==> config.mk <==
export PLATFORM = sky130hd
export DESIGN_NAME = rbh_core
export DESIGN_NICKNAME = d
export VERILOG_FILES = /design/src/core/rbh_pkg.sv /design/src/core/rbh_count_store.sv /design/src/core/rbh_core.sv
export SDC_FILE = /design/constraint.sdc
export NUM_CORES = 1
export LEC_CHECK = 0
export ABC_AREA = 1
export BUFFER_PORTS_ARGS = -buffer_cell sky130_fd_sc_hd__clkbuf_2
export CAP_MARGIN = 10
export CORE_MARGIN = 5
export CORE_UTILIZATION = 30
export CTS_BUF_LIST = sky130_fd_sc_hd__clkbuf_4
export CTS_CLUSTER_SIZE = 20
export DETAILED_ROUTE_END_ITERATION = 7
export SETUP_SLACK_MARGIN = 0.02
export SLEW_MARGIN = 20
export SYNTH_ARGS = -nofsm -noshare
export SYNTH_HDL_FRONTEND = slang
export SYNTH_SLANG_ARGS = --single-unit
export TNS_END_PERCENT = 5
==> constraint.sdc <==
create_clock -name clk -period 4.7 [get_ports clk]
set_clock_uncertainty 0.15 [all_clocks]
set_input_delay 0.47 -clock clk [delete_from_list [all_inputs] [get_ports clk]]
set_output_delay 0.47 -clock clk [all_outputs]
set_load 0.03 [all_outputs]
==> src/core/rbh_pkg.sv <==
// Purpose: shared constants for the reclose blocking, health and interface block
// Assumes: one 25 MHz clock, millisecond time base derived inside the core
// Notes:   action and health codes are fixed integer encodings seen at the ports
package rbh_pkg;
  // geometry
  localparam int NUM_CH    = 5;
  localparam int NUM_CYC   = 5;
  localparam int PICK_SRC  = 6;
  localparam int EARLY_CYC = 2;   // cycles that support early start
  localparam int TIME_W    = 16;
  localparam int CNT_W     = 16;
  localparam int NUM_CNT   = 7;

  // per channel, per cycle action codes
  localparam logic [1:0] ACT_IGNORE = 2'h0;
  localparam logic [1:0] ACT_BLOCK  = 2'h1;
  localparam logic [1:0] ACT_START  = 2'h2;
  localparam logic [1:0] ACT_EARLY  = 2'h3;

  // health encoding
  localparam logic [1:0] HEALTH_NORMAL  = 2'h1;
  localparam logic [1:0] HEALTH_WARNING = 2'h2;
  localparam logic [1:0] HEALTH_ALARM   = 2'h3;

  // counter word indices
  localparam logic [2:0] CNT_GOOD = 3'h0;
  localparam logic [2:0] CNT_FAIL = 3'h1;
  localparam logic [2:0] CNT_CYC1 = 3'h2;
  localparam logic [CNT_W-1:0] CNT_RESET = 16'h0000;

  // positions inside the synchroniser vector
  localparam int SYN_BLOCK  = 30;
  localparam int SYN_POS    = 31;
  localparam int SYN_TRIP   = 32;
  localparam int SYN_READY  = 33;
  localparam int SYN_SYNC   = 34;
  localparam int SYN_MASTER = 35;
  localparam int SYN_W      = 36;

  // millisecond time base
  localparam int CLK_PERIOD_NS = 40;
  localparam int TICK_NS       = 1000000;
  localparam int TICK_CYCLES   = TICK_NS / CLK_PERIOD_NS;
  localparam int TICK_W        = 15;
endpackage

==> src/core/rbh_count_store.sv <==
// Purpose: sequence counters with load and increment, registered read port
// Assumes: retention across power loss is done by the host reloading words
// Notes:   an increment in the same cycle as a load adds to the loaded value
`timescale 1ns/1ps
module rbh_count_store #(
  parameter int N = 7,
  parameter int W = 16
) (
  // clock and reset
  input  wire logic                 clk,
  input  wire logic                 rst_n,
  // increment requests, one bit per word
  input  wire logic [N-1:0]         incMask,
  // load command
  input  wire logic                 loadEn,
  input  wire logic [2:0]           loadSel,
  input  wire logic [W-1:0]         loadValue,
  // read port
  input  wire logic [2:0]           readSel,
  output logic      [W-1:0]         readData
);
  typedef struct packed {
    logic [N-1:0][W-1:0] word;
    logic [W-1:0]        rd;
  } rbh_store_t;

  rbh_store_t r;
  rbh_store_t next_r;

  // load first, then increment, so a counted event is never lost
  always_comb begin
    next_r = r;
    for (int i = 0; i < N; i++) begin
      if (loadEn && (loadSel == 3'(i))) begin
        next_r.word[i] = loadValue;  // [RULE13]
      end
      if (incMask[i]) begin
        next_r.word[i] = next_r.word[i] + 1'b1;
      end
    end
    next_r.rd = (int'(readSel) < N) ? r.word[readSel] : '0;
  end

  // registers
  always_ff @(posedge clk or negedge rst_n) begin
    if (!rst_n) begin
      r <= '0;
    end else begin
      r <= next_r;
    end
  end

  assign readData = r.rd;
endmodule // rbh_count_store

==> src/core/rbh_core.sv <==
// Purpose: blocking, configuration health and breaker interface of a reclosing controller
// Assumes: dead and reclaim timing done outside, reported by deadTimeDone and reclaimTimeDone
// Notes:   connection bits are static straps, caught on the first edge after reset release
`timescale 1ns/1ps
// Contract
// (RULE1) block input from any condition shows on the blocked output.
// (RULE2) breaker position unconnected: no reclosing at all, health at alarm.
// (RULE3) master hold connected and max cycles above one: warning, one cycle only.
// (RULE4) master hold connected with downstream skip on: warning, skip disabled.
// (RULE5) start action with pickup or trip unconnected: warning, channel never starts.
// (RULE6) early start delay not below window: warning, no window check for that start.
// (RULE7) block action with pickup unconnected: warning, block never takes effect.
// (RULE8) early start on cycles three to five behaves as start, with warning.
// (RULE9) breaker ready unconnected while checking on: warning, checking turned off.
// (RULE10) no alarm or warning condition: health normal, full operation.
// (RULE11) five channel pickups, each an OR of six sources.
// (RULE12) five cycle active flags, one per cycle number while it runs.
// (RULE13) good, failed and per cycle counters keep values and accept loads.
// (RULE14) breaker side drives ready when it can do an open close cycle.
// (RULE15) close command withheld while master hold is active.
// (RULE16) master keeps hold active through sequences, block and lockout.
// (RULE17) health codes normal, warning, alarm; alarm wins over warning.
// (RULE18) connections sampled at reset; health recomputed on every setting change.
module rbh_core #(
  parameter int TICK_CYCLES = rbh_pkg::TICK_CYCLES
) (
  // clock and reset
  input  wire logic                   clk,
  input  wire logic                   rst_n,
  // connection straps
  input  wire logic                   connBreakerPos,
  input  wire logic                   connMasterHold,
  input  wire logic                   connBreakerReady,
  input  wire logic                   connProtectionTrip,
  input  wire logic [4:0]             connChannelPickup,
  // settings
  input  wire logic [2:0]             maxCycleCount,
  input  wire logic                   downstreamSkipEnable,
  input  wire logic                   breakerReadyCheck,
  input  wire logic [49:0]            channelCycleAction,
  input  wire logic [159:0]           earlyStartDelay,
  input  wire logic [15:0]            actionWindowTime,
  // field pins
  input  wire logic                   blockIn,
  input  wire logic                   breakerPosIn,
  input  wire logic [29:0]            channelPickupIn,
  input  wire logic                   protectionTripIn,
  input  wire logic                   breakerReadyIn,
  input  wire logic                   synchroReleaseIn,
  input  wire logic                   masterHold,
  // sequence timing from outside
  input  wire logic                   deadTimeDone,
  input  wire logic                   reclaimTimeDone,
  // counter commands
  input  wire logic                   cntLoadEn,
  input  wire logic [2:0]             cntLoadSel,
  input  wire logic [15:0]            cntLoadValue,
  input  wire logic [2:0]             cntReadSel,
  // status
  output logic      [1:0]             health,
  output logic                        blocked,
  output logic      [4:0]             cycleActiveFlag,
  output logic                        downstreamSkipActive,
  output logic                        breakerReadyCheckActive,
  output logic                        sequenceGood,
  output logic                        sequenceFailed,
  output logic      [15:0]            cntReadData,
  // breaker commands
  output logic                        breakerOpenCmd,
  output logic                        breakerCloseCmd
);
  typedef enum logic [4:0] {
    ST_IDLE    = 5'h01,
    ST_OPEN    = 5'h02,
    ST_DEAD    = 5'h04,
    ST_CLOSE   = 5'h08,
    ST_RECLAIM = 5'h10
  } rbh_state_t;

  typedef struct packed {
    rbh_state_t                 st;
    logic [2:0]                 cyc;
    logic [2:0]                 doneCyc;
    logic                       capt;
    logic                       connPos;
    logic                       connMaster;
    logic                       connReady;
    logic                       connTrip;
    logic [4:0]                 connPick;
    logic [rbh_pkg::SYN_W-1:0]  s1;
    logic [rbh_pkg::SYN_W-1:0]  s2;
    logic [rbh_pkg::TICK_W-1:0] tickCnt;
    logic [15:0]                actTimer;
    logic [1:0]                 health;
    logic                       blocked;
    logic [4:0]                 cycFlags;
    logic                       openCmd;
    logic                       closeCmd;
    logic                       good;
    logic                       fail;
    logic                       skipOn;
    logic                       readyOn;
  } rbh_core_state_t;

  rbh_core_state_t r;
  rbh_core_state_t next_r;

  // action code of one channel in one cycle
  function automatic logic [1:0] actionOf(input logic [49:0] acts, input int ch, input int cy);
    actionOf = acts[(ch * rbh_pkg::NUM_CYC + cy) * 2 +: 2];
  endfunction

  // early start delay of one channel in one early cycle
  function automatic logic [15:0] delayOf(input logic [159:0] dl, input int ch, input int cy);
    delayOf = dl[(ch * rbh_pkg::EARLY_CYC + cy) * 16 +: 16];
  endfunction

  // next state
  always_comb begin
    logic       warn;
    logic [1:0] act;
    logic [2:0] effMax;
    logic       pk;
    logic       chanOk;
    logic       startReq;
    logic       blockAct;
    logic       readyOk;
    logic       closePermit;
    logic       closedNow;
    logic       tripNow;
    logic       anyPick;
    logic       allowed;
    logic       toFail;
    warn        = 1'b0;
    act         = rbh_pkg::ACT_IGNORE;
    effMax      = 3'h0;
    pk          = 1'b0;
    chanOk      = 1'b0;
    startReq    = 1'b0;
    blockAct    = 1'b0;
    readyOk     = 1'b0;
    closePermit = 1'b0;
    closedNow   = 1'b0;
    tripNow     = 1'b0;
    anyPick     = 1'b0;
    allowed     = 1'b0;
    toFail      = 1'b0;
    next_r      = r;
    next_r.good = 1'b0;
    next_r.fail = 1'b0;

    // two stage synchronisers, only s2 is read below
    next_r.s1 = {masterHold, synchroReleaseIn, breakerReadyIn, protectionTripIn,
                 breakerPosIn, blockIn, channelPickupIn};
    next_r.s2 = r.s1;
    closedNow = r.s2[rbh_pkg::SYN_POS];
    tripNow   = r.s2[rbh_pkg::SYN_TRIP];
    anyPick   = |r.s2[29:0];

    // straps caught once, on the first edge after reset release
    if (!r.capt) begin
      next_r.capt       = 1'b1;  // [RULE18]
      next_r.connPos    = connBreakerPos;
      next_r.connMaster = connMasterHold;
      next_r.connReady  = connBreakerReady;
      next_r.connTrip   = connProtectionTrip;
      next_r.connPick   = connChannelPickup;
    end

    // health re-evaluated every cycle from live settings
    if (r.connMaster && (maxCycleCount > 3'h1)) warn = 1'b1;  // [RULE3]
    if (r.connMaster && downstreamSkipEnable) warn = 1'b1;     // [RULE4]
    for (int ch = 0; ch < rbh_pkg::NUM_CH; ch++) begin
      for (int cy = 0; cy < rbh_pkg::NUM_CYC; cy++) begin
        act = actionOf(channelCycleAction, ch, cy);
        if (((act == rbh_pkg::ACT_START) || (act == rbh_pkg::ACT_EARLY)) &&
            (!r.connPick[ch] || !r.connTrip)) warn = 1'b1;  // [RULE5]
        if ((act == rbh_pkg::ACT_BLOCK) && !r.connPick[ch]) warn = 1'b1;  // [RULE7]
        if (act == rbh_pkg::ACT_EARLY) begin
          if (cy >= rbh_pkg::EARLY_CYC) begin
            warn = 1'b1;  // [RULE8]
          end else if (delayOf(earlyStartDelay, ch, cy) >= actionWindowTime) begin
            warn = 1'b1;  // [RULE6]
          end
        end
      end
    end
    if (!r.connReady && breakerReadyCheck) warn = 1'b1;  // [RULE9]
    // alarm outranks warning; neither means normal
    if (!r.connPos) begin
      next_r.health = rbh_pkg::HEALTH_ALARM;  // [RULE2] [RULE17]
    end else if (warn) begin
      next_r.health = rbh_pkg::HEALTH_WARNING;  // [RULE17]
    end else begin
      next_r.health = rbh_pkg::HEALTH_NORMAL;  // [RULE10]
    end
    next_r.skipOn  = downstreamSkipEnable && !r.connMaster;  // [RULE4]
    next_r.readyOn = breakerReadyCheck && r.connReady;       // [RULE9]
    effMax         = r.connMaster ? 3'h1 : maxCycleCount;     // [RULE3]

    // millisecond time base and action window timer
    next_r.tickCnt = (int'(r.tickCnt) >= TICK_CYCLES - 1) ? '0 : r.tickCnt + 1'b1;
    if ((r.st == ST_IDLE) || (r.st == ST_RECLAIM)) begin
      if (!anyPick) begin
        next_r.actTimer = '0;
      end else if ((r.tickCnt == '0) && (r.actTimer != 16'hffff)) begin
        next_r.actTimer = r.actTimer + 1'b1;
      end
    end else begin
      next_r.actTimer = '0;
    end

    // channel evaluation for the cycle that would start next
    if (r.cyc < 3'(rbh_pkg::NUM_CYC)) begin
      for (int ch = 0; ch < rbh_pkg::NUM_CH; ch++) begin
        act = actionOf(channelCycleAction, ch, int'(r.cyc));
        if ((act == rbh_pkg::ACT_EARLY) && (int'(r.cyc) >= rbh_pkg::EARLY_CYC)) begin
          act = rbh_pkg::ACT_START;  // [RULE8]
        end
        pk     = |r.s2[ch * rbh_pkg::PICK_SRC +: rbh_pkg::PICK_SRC];  // [RULE11]
        chanOk = r.connPick[ch] && r.connTrip;  // [RULE5]
        if ((act == rbh_pkg::ACT_BLOCK) && r.connPick[ch] && pk) begin
          blockAct = 1'b1;  // [RULE7]
        end
        if ((act == rbh_pkg::ACT_START) && chanOk && pk && tripNow &&
            (r.actTimer < actionWindowTime)) begin
          startReq = 1'b1;
        end
        if ((act == rbh_pkg::ACT_EARLY) && chanOk && pk &&
            (r.actTimer >= delayOf(earlyStartDelay, ch, int'(r.cyc))) &&
            ((delayOf(earlyStartDelay, ch, int'(r.cyc)) >= actionWindowTime) ||
             (r.actTimer < actionWindowTime))) begin
          startReq = 1'b1;  // [RULE6]
        end
      end
    end

    // blocking and close permission
    next_r.blocked = r.s2[rbh_pkg::SYN_BLOCK];  // [RULE1]
    allowed        = (r.health != rbh_pkg::HEALTH_ALARM) && !r.blocked && !blockAct;
    readyOk        = !r.readyOn || r.s2[rbh_pkg::SYN_READY];  // [RULE14] [RULE9]
    // master keeps hold up until it can reclose, so one level check suffices
    closePermit    = !r.s2[rbh_pkg::SYN_MASTER] && r.s2[rbh_pkg::SYN_SYNC] && readyOk;  // [RULE15] [RULE16]

    // sequence control
    unique case (r.st)
      ST_IDLE: begin
        if (allowed && startReq && closedNow) begin
          next_r.st  = ST_OPEN;
          next_r.cyc = 3'h1;
        end
      end
      ST_OPEN: begin
        if (!closedNow) next_r.st = ST_DEAD;
      end
      ST_DEAD: begin
        if (r.blocked || blockAct) begin
          toFail = 1'b1;
        end else if (deadTimeDone && closePermit) begin
          next_r.st = ST_CLOSE;
        end
      end
      ST_CLOSE: begin
        if (closedNow) next_r.st = ST_RECLAIM;
      end
      ST_RECLAIM: begin
        if (startReq || !closedNow) begin
          if (allowed && startReq && (r.cyc < effMax)) begin
            next_r.st  = ST_OPEN;
            next_r.cyc = r.cyc + 3'h1;
          end else begin
            toFail = 1'b1;
          end
        end else if (reclaimTimeDone) begin
          next_r.good    = 1'b1;
          next_r.doneCyc = r.cyc;
          next_r.st      = ST_IDLE;
          next_r.cyc     = 3'h0;
        end
      end
    endcase
    if (toFail) begin
      next_r.fail = 1'b1;
      next_r.st   = ST_IDLE;
      next_r.cyc  = 3'h0;
    end
    // alarm health stops every operation at once
    if (r.health == rbh_pkg::HEALTH_ALARM) begin
      next_r.st  = ST_IDLE;  // [RULE2]
      next_r.cyc = 3'h0;
    end

    // registered outputs follow the next state
    next_r.openCmd  = (next_r.st == ST_OPEN);
    next_r.closeCmd = (next_r.st == ST_CLOSE) && closePermit;  // [RULE15]
    next_r.cycFlags = (next_r.st == ST_IDLE) ? 5'h00 :
                      5'(5'h01 << (next_r.cyc - 3'h1));  // [RULE12]
  end

  // state register
  always_ff @(posedge clk or negedge rst_n) begin
    if (!rst_n) begin
      r        <= '0;
      r.st     <= ST_IDLE;
      r.health <= rbh_pkg::HEALTH_ALARM;
    end else begin
      r <= next_r;
    end
  end

  // counter increments come from one-cycle sequence pulses
  logic [rbh_pkg::NUM_CNT-1:0] incMask;
  always_comb begin
    incMask = '0;
    incMask[rbh_pkg::CNT_GOOD] = r.good;  // [RULE13]
    incMask[rbh_pkg::CNT_FAIL] = r.fail;
    for (int i = 0; i < rbh_pkg::NUM_CYC; i++) begin
      if (r.good && (r.doneCyc == 3'(i + 1))) incMask[int'(rbh_pkg::CNT_CYC1) + i] = 1'b1;
    end
  end

  rbh_count_store #(
    .N (rbh_pkg::NUM_CNT),
    .W (rbh_pkg::CNT_W)
  ) u_store (
    .clk       (clk),
    .rst_n     (rst_n),
    .incMask   (incMask),
    .loadEn    (cntLoadEn),
    .loadSel   (cntLoadSel),
    .loadValue (cntLoadValue),
    .readSel   (cntReadSel),
    .readData  (cntReadData)
  );

  // outputs straight from the state register
  assign health                  = r.health;
  assign blocked                 = r.blocked;
  assign cycleActiveFlag         = r.cycFlags;
  assign downstreamSkipActive    = r.skipOn;
  assign breakerReadyCheckActive = r.readyOn;
  assign sequenceGood            = r.good;
  assign sequenceFailed          = r.fail;
  assign breakerOpenCmd          = r.openCmd;
  assign breakerCloseCmd         = r.closeCmd;
endmodule // rbh_core

[After elaboration in Yosys (flattened, before gate mapping)]
Cells that the tools add are included.
Cells by class
  add/sub/neg operators: 19
  $mul: 0
  div/mod/pow operators: 0
  order comparisons: 28
  equality and inequality tests: 118
  shift-type cells: 11
  multiplexer cells: 165
  bitwise logic cells: 1
  reductions and logical operators: 198
Operator list (number)
  variable part select 160 x 9 -> 16 bit: 3
  >= comparator 16 bit: 20
  2-to-1 mux 16 bit: 19
  variable part select 160 x 10 -> 16 bit: 1
  variable part select 160 x 8 -> 16 bit: 1
  logical AND 1 bit: 137
  equality test 2 bit, second input constant: 66
  adder 16 x 1 -> 16 bit, second input constant: 8
  2-to-1 mux 1 bit: 117
  variable part select 50 x 7 -> 2 bit: 2
  equality test 2 x 1 -> 1 bit, second input constant: 30
  variable part select 50 x 5 -> 2 bit: 1
  variable part select 50 x 6 -> 2 bit: 1
  variable part select 50 x 8 -> 2 bit: 1
  binary-select mux 16 bit (select 3 bit): 1
  2-to-1 mux 8 bit: 5
  logical OR 1 bit: 39
  OR reduction 30 bit: 1
  OR reduction 6 bit: 5
  2-to-1 mux 5 bit: 5
  case mux 5 bit (5 select lines): 1
  2-to-1 mux 2 bit: 12
  < comparator 16 bit: 1
  != test 16 bit, second input constant: 1
  34 further kinds: 62
Storage, ports and cells
  register bits after elaboration: 266
  latch bits: 0
  memory bits (writable): 0
  bits in read-only memories: 0
  input port bits: 303
  output and inout bits: 30
  logic and storage cells: 570
  memories kept: 0

[Logic depth before layout (Yosys ltp)]
  depth after elaboration: 92
  mapped depth: 42
  gate-level depth less buffers: 37

[Cells and area by module]
A second synthesis with hierarchy kept.
Second synthesis, totals
  cells, all modules: 3962
  area, all modules: 26553.0 µm²
Modules (own cells, without submodules)
  rbh_core: times used 1, cells each 2515, area each 17000.1 µm², sequential area each 3457.1 µm²
  rbh_count_store: times used 1, cells each 1447, area each 9552.9 µm², sequential area each 3203.1 µm²

[Worst setup path before layout]
Ideal clock, no wire load.
  path kind: register to register
  from: register r[130] (netlist bit)
  to: register r (netlist bit cycleActiveFlag[2])
  setup time: 0.069 ns
  arrival: 4.264 ns
  required time: 4.481 ns
  path slack: 0.218 ns
  cell stages (with the launch flop): 37
  path buffers: 6
  clock period less this slack: 4.482 ns
  cell sequence: dfrtp_1 > buf_4 > inv_2 > buf_4 > buf_6 > clkbuf_1 > clkbuf_1 > clkbuf_1 > o21ai_0 > o21ai_0 > inv_1 > nand2_1 > inv_1 > ha_1 > nand2_1 > inv_1 > o21ai_0 > nand2_1 > nor2_1 > nand3_1 > nand2_1 > inv_1 > nand2_1 > nand2_2 > nor2_4 > nand3_4 > nand2_2 > nand2_2 > nand3_4 > nand3_2 > inv_2 > o21ai_0 > a21oi_1 > ha_1 > nor2_2 > nand2_1 > nor2_2
RTL lines
  from (decl): RTL line rbh_core.sv:105  | rbh_core_state_t r;
  from (signal assigned): RTL line rbh_core.sv:307  | r <= next_r;

==> results.cfg <==
[status]
status = finished, final reports clean

[sta]
slew_headroom_pct = 40.43
layout_min_cycle_time_ns = 4.597
hold_slack_ns = 0.1262
hold_viol = 0
setup_violations = 0
worst_pin_slew_ns = 0.8903
max_freq_mhz = 217.5
layout_worst_path_cycle_share_pct = 97.81
drv_slew = 0

[synth]
yosysMostFrequentCell = nand2_1
yosys_warnings = 0
synth_top_area_share_pct = 26.40
ys.flop_type = dfrtp_1
async_flop_share_pct = 100.0
synth_edf_count = 0
synth_xor_area_share_pct = 3.303
synth-compound-area-share_pct = 13.45
synth_area_leaders = dfrtp_1 26%, ha_1 18%, nand2_1 13%
yosys-mux-area-fraction_pct = 1.837
syn_area_per_cell_um2 = 7.067
syn_nets = 4179
yosys.area_share.simple_pct = 26.67
ys_seq_elements = 266
synth_fa_ha_area_share_pct = 17.52
synth_top_family_by_area = simple AND/OR/NAND/NOR gates
synth_cell_types = 70
yosysSeqAreaShare_pct = 26.72
syn_inst = 3527
syn-cell-area_mm2 = 0.02493
synth_common_cells = 855 x nand2_1, 526 x inv_1, 349 x ha_1, 267 x o21ai_0, 263 x dfrtp_1
yosys.area.top_type = dfrtp_1

[layout]
area_growth_syn_to_layout_pct = 21.67
stdcell_count = 5134
nets = 4653
multi_input_area_mm2 = 0.01587
drive_gt1_share_pct = 17.50
utilization_pct = 36.88
fillers = 8779
regArea_mm2 = 0.006666

[power]
power_uw = 7679
p_leak_uw = 0.01617
worst_ir_drop_vdd_mv = 0.1685
powerDensity_mw_per_mm2 = 253.2

[worst_setup_path]
slowest_stage = dlygate4sd3_1
worstPathCellList = clkbuf_2 -> inv_1 -> buf_4 -> ha_1 -> a21boi_0 -> o21a_1 -> o21ai_0 -> nand2_1 -> nand3_1 -> nand2_1 -> nand2_1 -> nand2_1 -> nand2_1 -> nand2_1 -> a21oi_1 -> o21ai_0 -> nand3_1 -> dlygate4sd3_1 -> nand2_1 -> dlygate4sd3_1 -> nor2_1 -> dlygate4sd3_1 -> nand3_1 -> nand2_1
crit_fanout = 11
cp-end-kind = register
critical_path_arrival_ns = 5.11
rrSetupSlack_ns = 0.23
reg2reg_depth = 26
slowest_delay_ns = 0.63
cp.required_ns = 5.22
start_kind = input pin
crit_top_cell = nand2_1
crit_buf_inv = 6
critPathTopFamily = buffers and inverters
r2r-start = r[130]
r2r-end = cycleActiveFlag[2]
critPathKind = in -> reg

[job]
maxCapViolCount = 0

[drt]
initialDrtViolationCount = 1894
met3WireLength_um = 4661
vias = 25330
routed.top_layer = met4
drt_wl_total_um = 90680
ant_nets = 0
wl_met2_um = 43520
first_pass_iters = 6
viasPerCell = 4.933
detail_route.wl_per_cell_um = 17.66
met1Wirelength_um = 38150
drc = 0

[grt]
grt_use_total_pct = 19.43
grt_pass1_wl_um = 137600
antenna_found_initial = 5
overflow = 0
grt_pass1_vias = 24710
grt_max_degree = 89

[die]
core_mm2 = 0.08224
dieArea_mm2 = 0.08895
die_w_um = 298.3
ios = 333
die_h_um = 298.3
rows = 105
start_util_pct = 30.31

[hold_path]
worstHoldStart = cntLoadValue[8]
hold_path_end = u_store.r[40]
hold-path-cell-count = 5
hp-class = in -> reg

[place]
routabilityCongestion = 0.9515
port_buffers = 332
dp_cells = 4895
hpwl_um = 71510

[clock_network]
ctsHtreeMaxLevel = 3
clkSlewWorstSetupHoldPaths_ns = 0.06
clockBufferDepth = 3
cts_tree = built
cts_made_buffers = 75
clk_latency_ns = 0.78
ctsRootBufferMaster = clkbuf_4
clkSinkCount = 266
-- repair_timing --
action | CTS | global route
hold endpoints to repair | 205 | 0
endpoints found under the setup margin | 0 | 7
buffers inserted | 0 | 17
gates resized for setup | 0 | 76
hold buffers | 76 | 0
-- cells in the final DEF (no fill, tap or decap), types with 75 or more instances in the layout --
cell type	synthesis	final
dfrtp_1	263	260
nand3_1	162	153
nor2_1	254	250
ha_1	349	346
inv_1	526	524
nand2_1	855	848
buf_4	26	82
a21oi_1	202	200
dlygate4sd3_1	0	76
o21ai_0	267	249
clkbuf_4	0	112
nor3_1	75	75
clkbuf_2	0	331
-- metal layers --
| metal | vias to the layer above | global-route usage [%] |
|---|---|---|
| met2 | 808 | 34.14 |
| li1 | 12570 | - |
| met1 | 11720 | 23.73 |
| met3 | 232 | 2.563 |
| met5 | - | 0 |
| met4 | 0 | 8.708 |
-- registers in the layout (all words and copies together), names as in the netlist --
name                     cells
sequenceFailed               1
next_r                      37
u_store.readData            16
blocked                      1
breakerReadyCheckActive      1
cycleActiveFlag              5
sequenceGood                 1
u_store.r                  112
breakerOpenCmd               1
breakerCloseCmd              1
r                           87
health                       2
downstreamSkipActive         1
-- metrics by stage --
step                       TNS, ns  instance area (um2)  worst slack [ns]
final                            0                30330            0.1028
after global routing      -0.01737                30330          -0.01737
after CTS                        0                29790           0.03149
after detailed placement         0                28030           0.06780
after global placement           0                28030            0.1302
after floorplan                  0                24930            0.2176
-- area by class of cell --
cell class              count  area share, %
clock buffers             112          2.772
multi-input cells        2608          52.33
clock inverters            22         0.5239
inverters                 543          6.778
well taps                1070          4.414
diodes                      6        0.04950
flip-flops and latches    266          21.98
repair buffers            507          11.15
-- worst max-delay path by stage --
stage / from / to / cells past startpoint
after global routing: r[130] / cycleActiveFlag[2] / 34
after global placement: r[130] / cycleActiveFlag[2] / 33
final: actionWindowTime[1] / health[0] / 24
after CTS: r[130] / cycleActiveFlag[2] / 33
after floorplan: r[130] / cycleActiveFlag[2] / 36
after detailed placement: r[130] / cycleActiveFlag[2] / 33
-- power by group --
group | internal, uW | switching, uW
Combinational | 1020 | 1770
Clock | 1170 | 1060
Sequential | 2540 | 117
Total | 4730 | 2950
-- logic make-up (layout without fill, tap and decap cells) --
group,Yosys count,count (layout)
simple gates,1521,1521
flops,266,266
fa+ha+maj,349,349
other cells,1,7
buf+inv,653,1184
mux,45,45
xor+xnor,94,94
compound gates,598,598
-- worst reg2reg max path: stages (launching register included) --
cell       delay, ns
dfrtp_4         0.54
clkinv_8        0.12
clkbuf_16       0.17
or2_2           0.28
o21ai_2         0.06
buf_4           0.13
nand2_2         0.05
nand3_2         0.10
nand3_4         0.10
ha_4            0.27
nand2_1         0.05
nor2_2          0.13
nand4_1         0.21
or3_1           0.41
nand4_1         0.13
nand3_2         0.11
nand3_4         0.15
nand4_4         0.16
nand3_4         0.16
nand3_4         0.08
inv_2           0.07
o21ai_0         0.10
a21oi_2         0.19
ha_4            0.24
nor2_4          0.09
nand2_2         0.05
nor2_2          0.11
No activity file was read; power rests on OpenSTA's default activity.
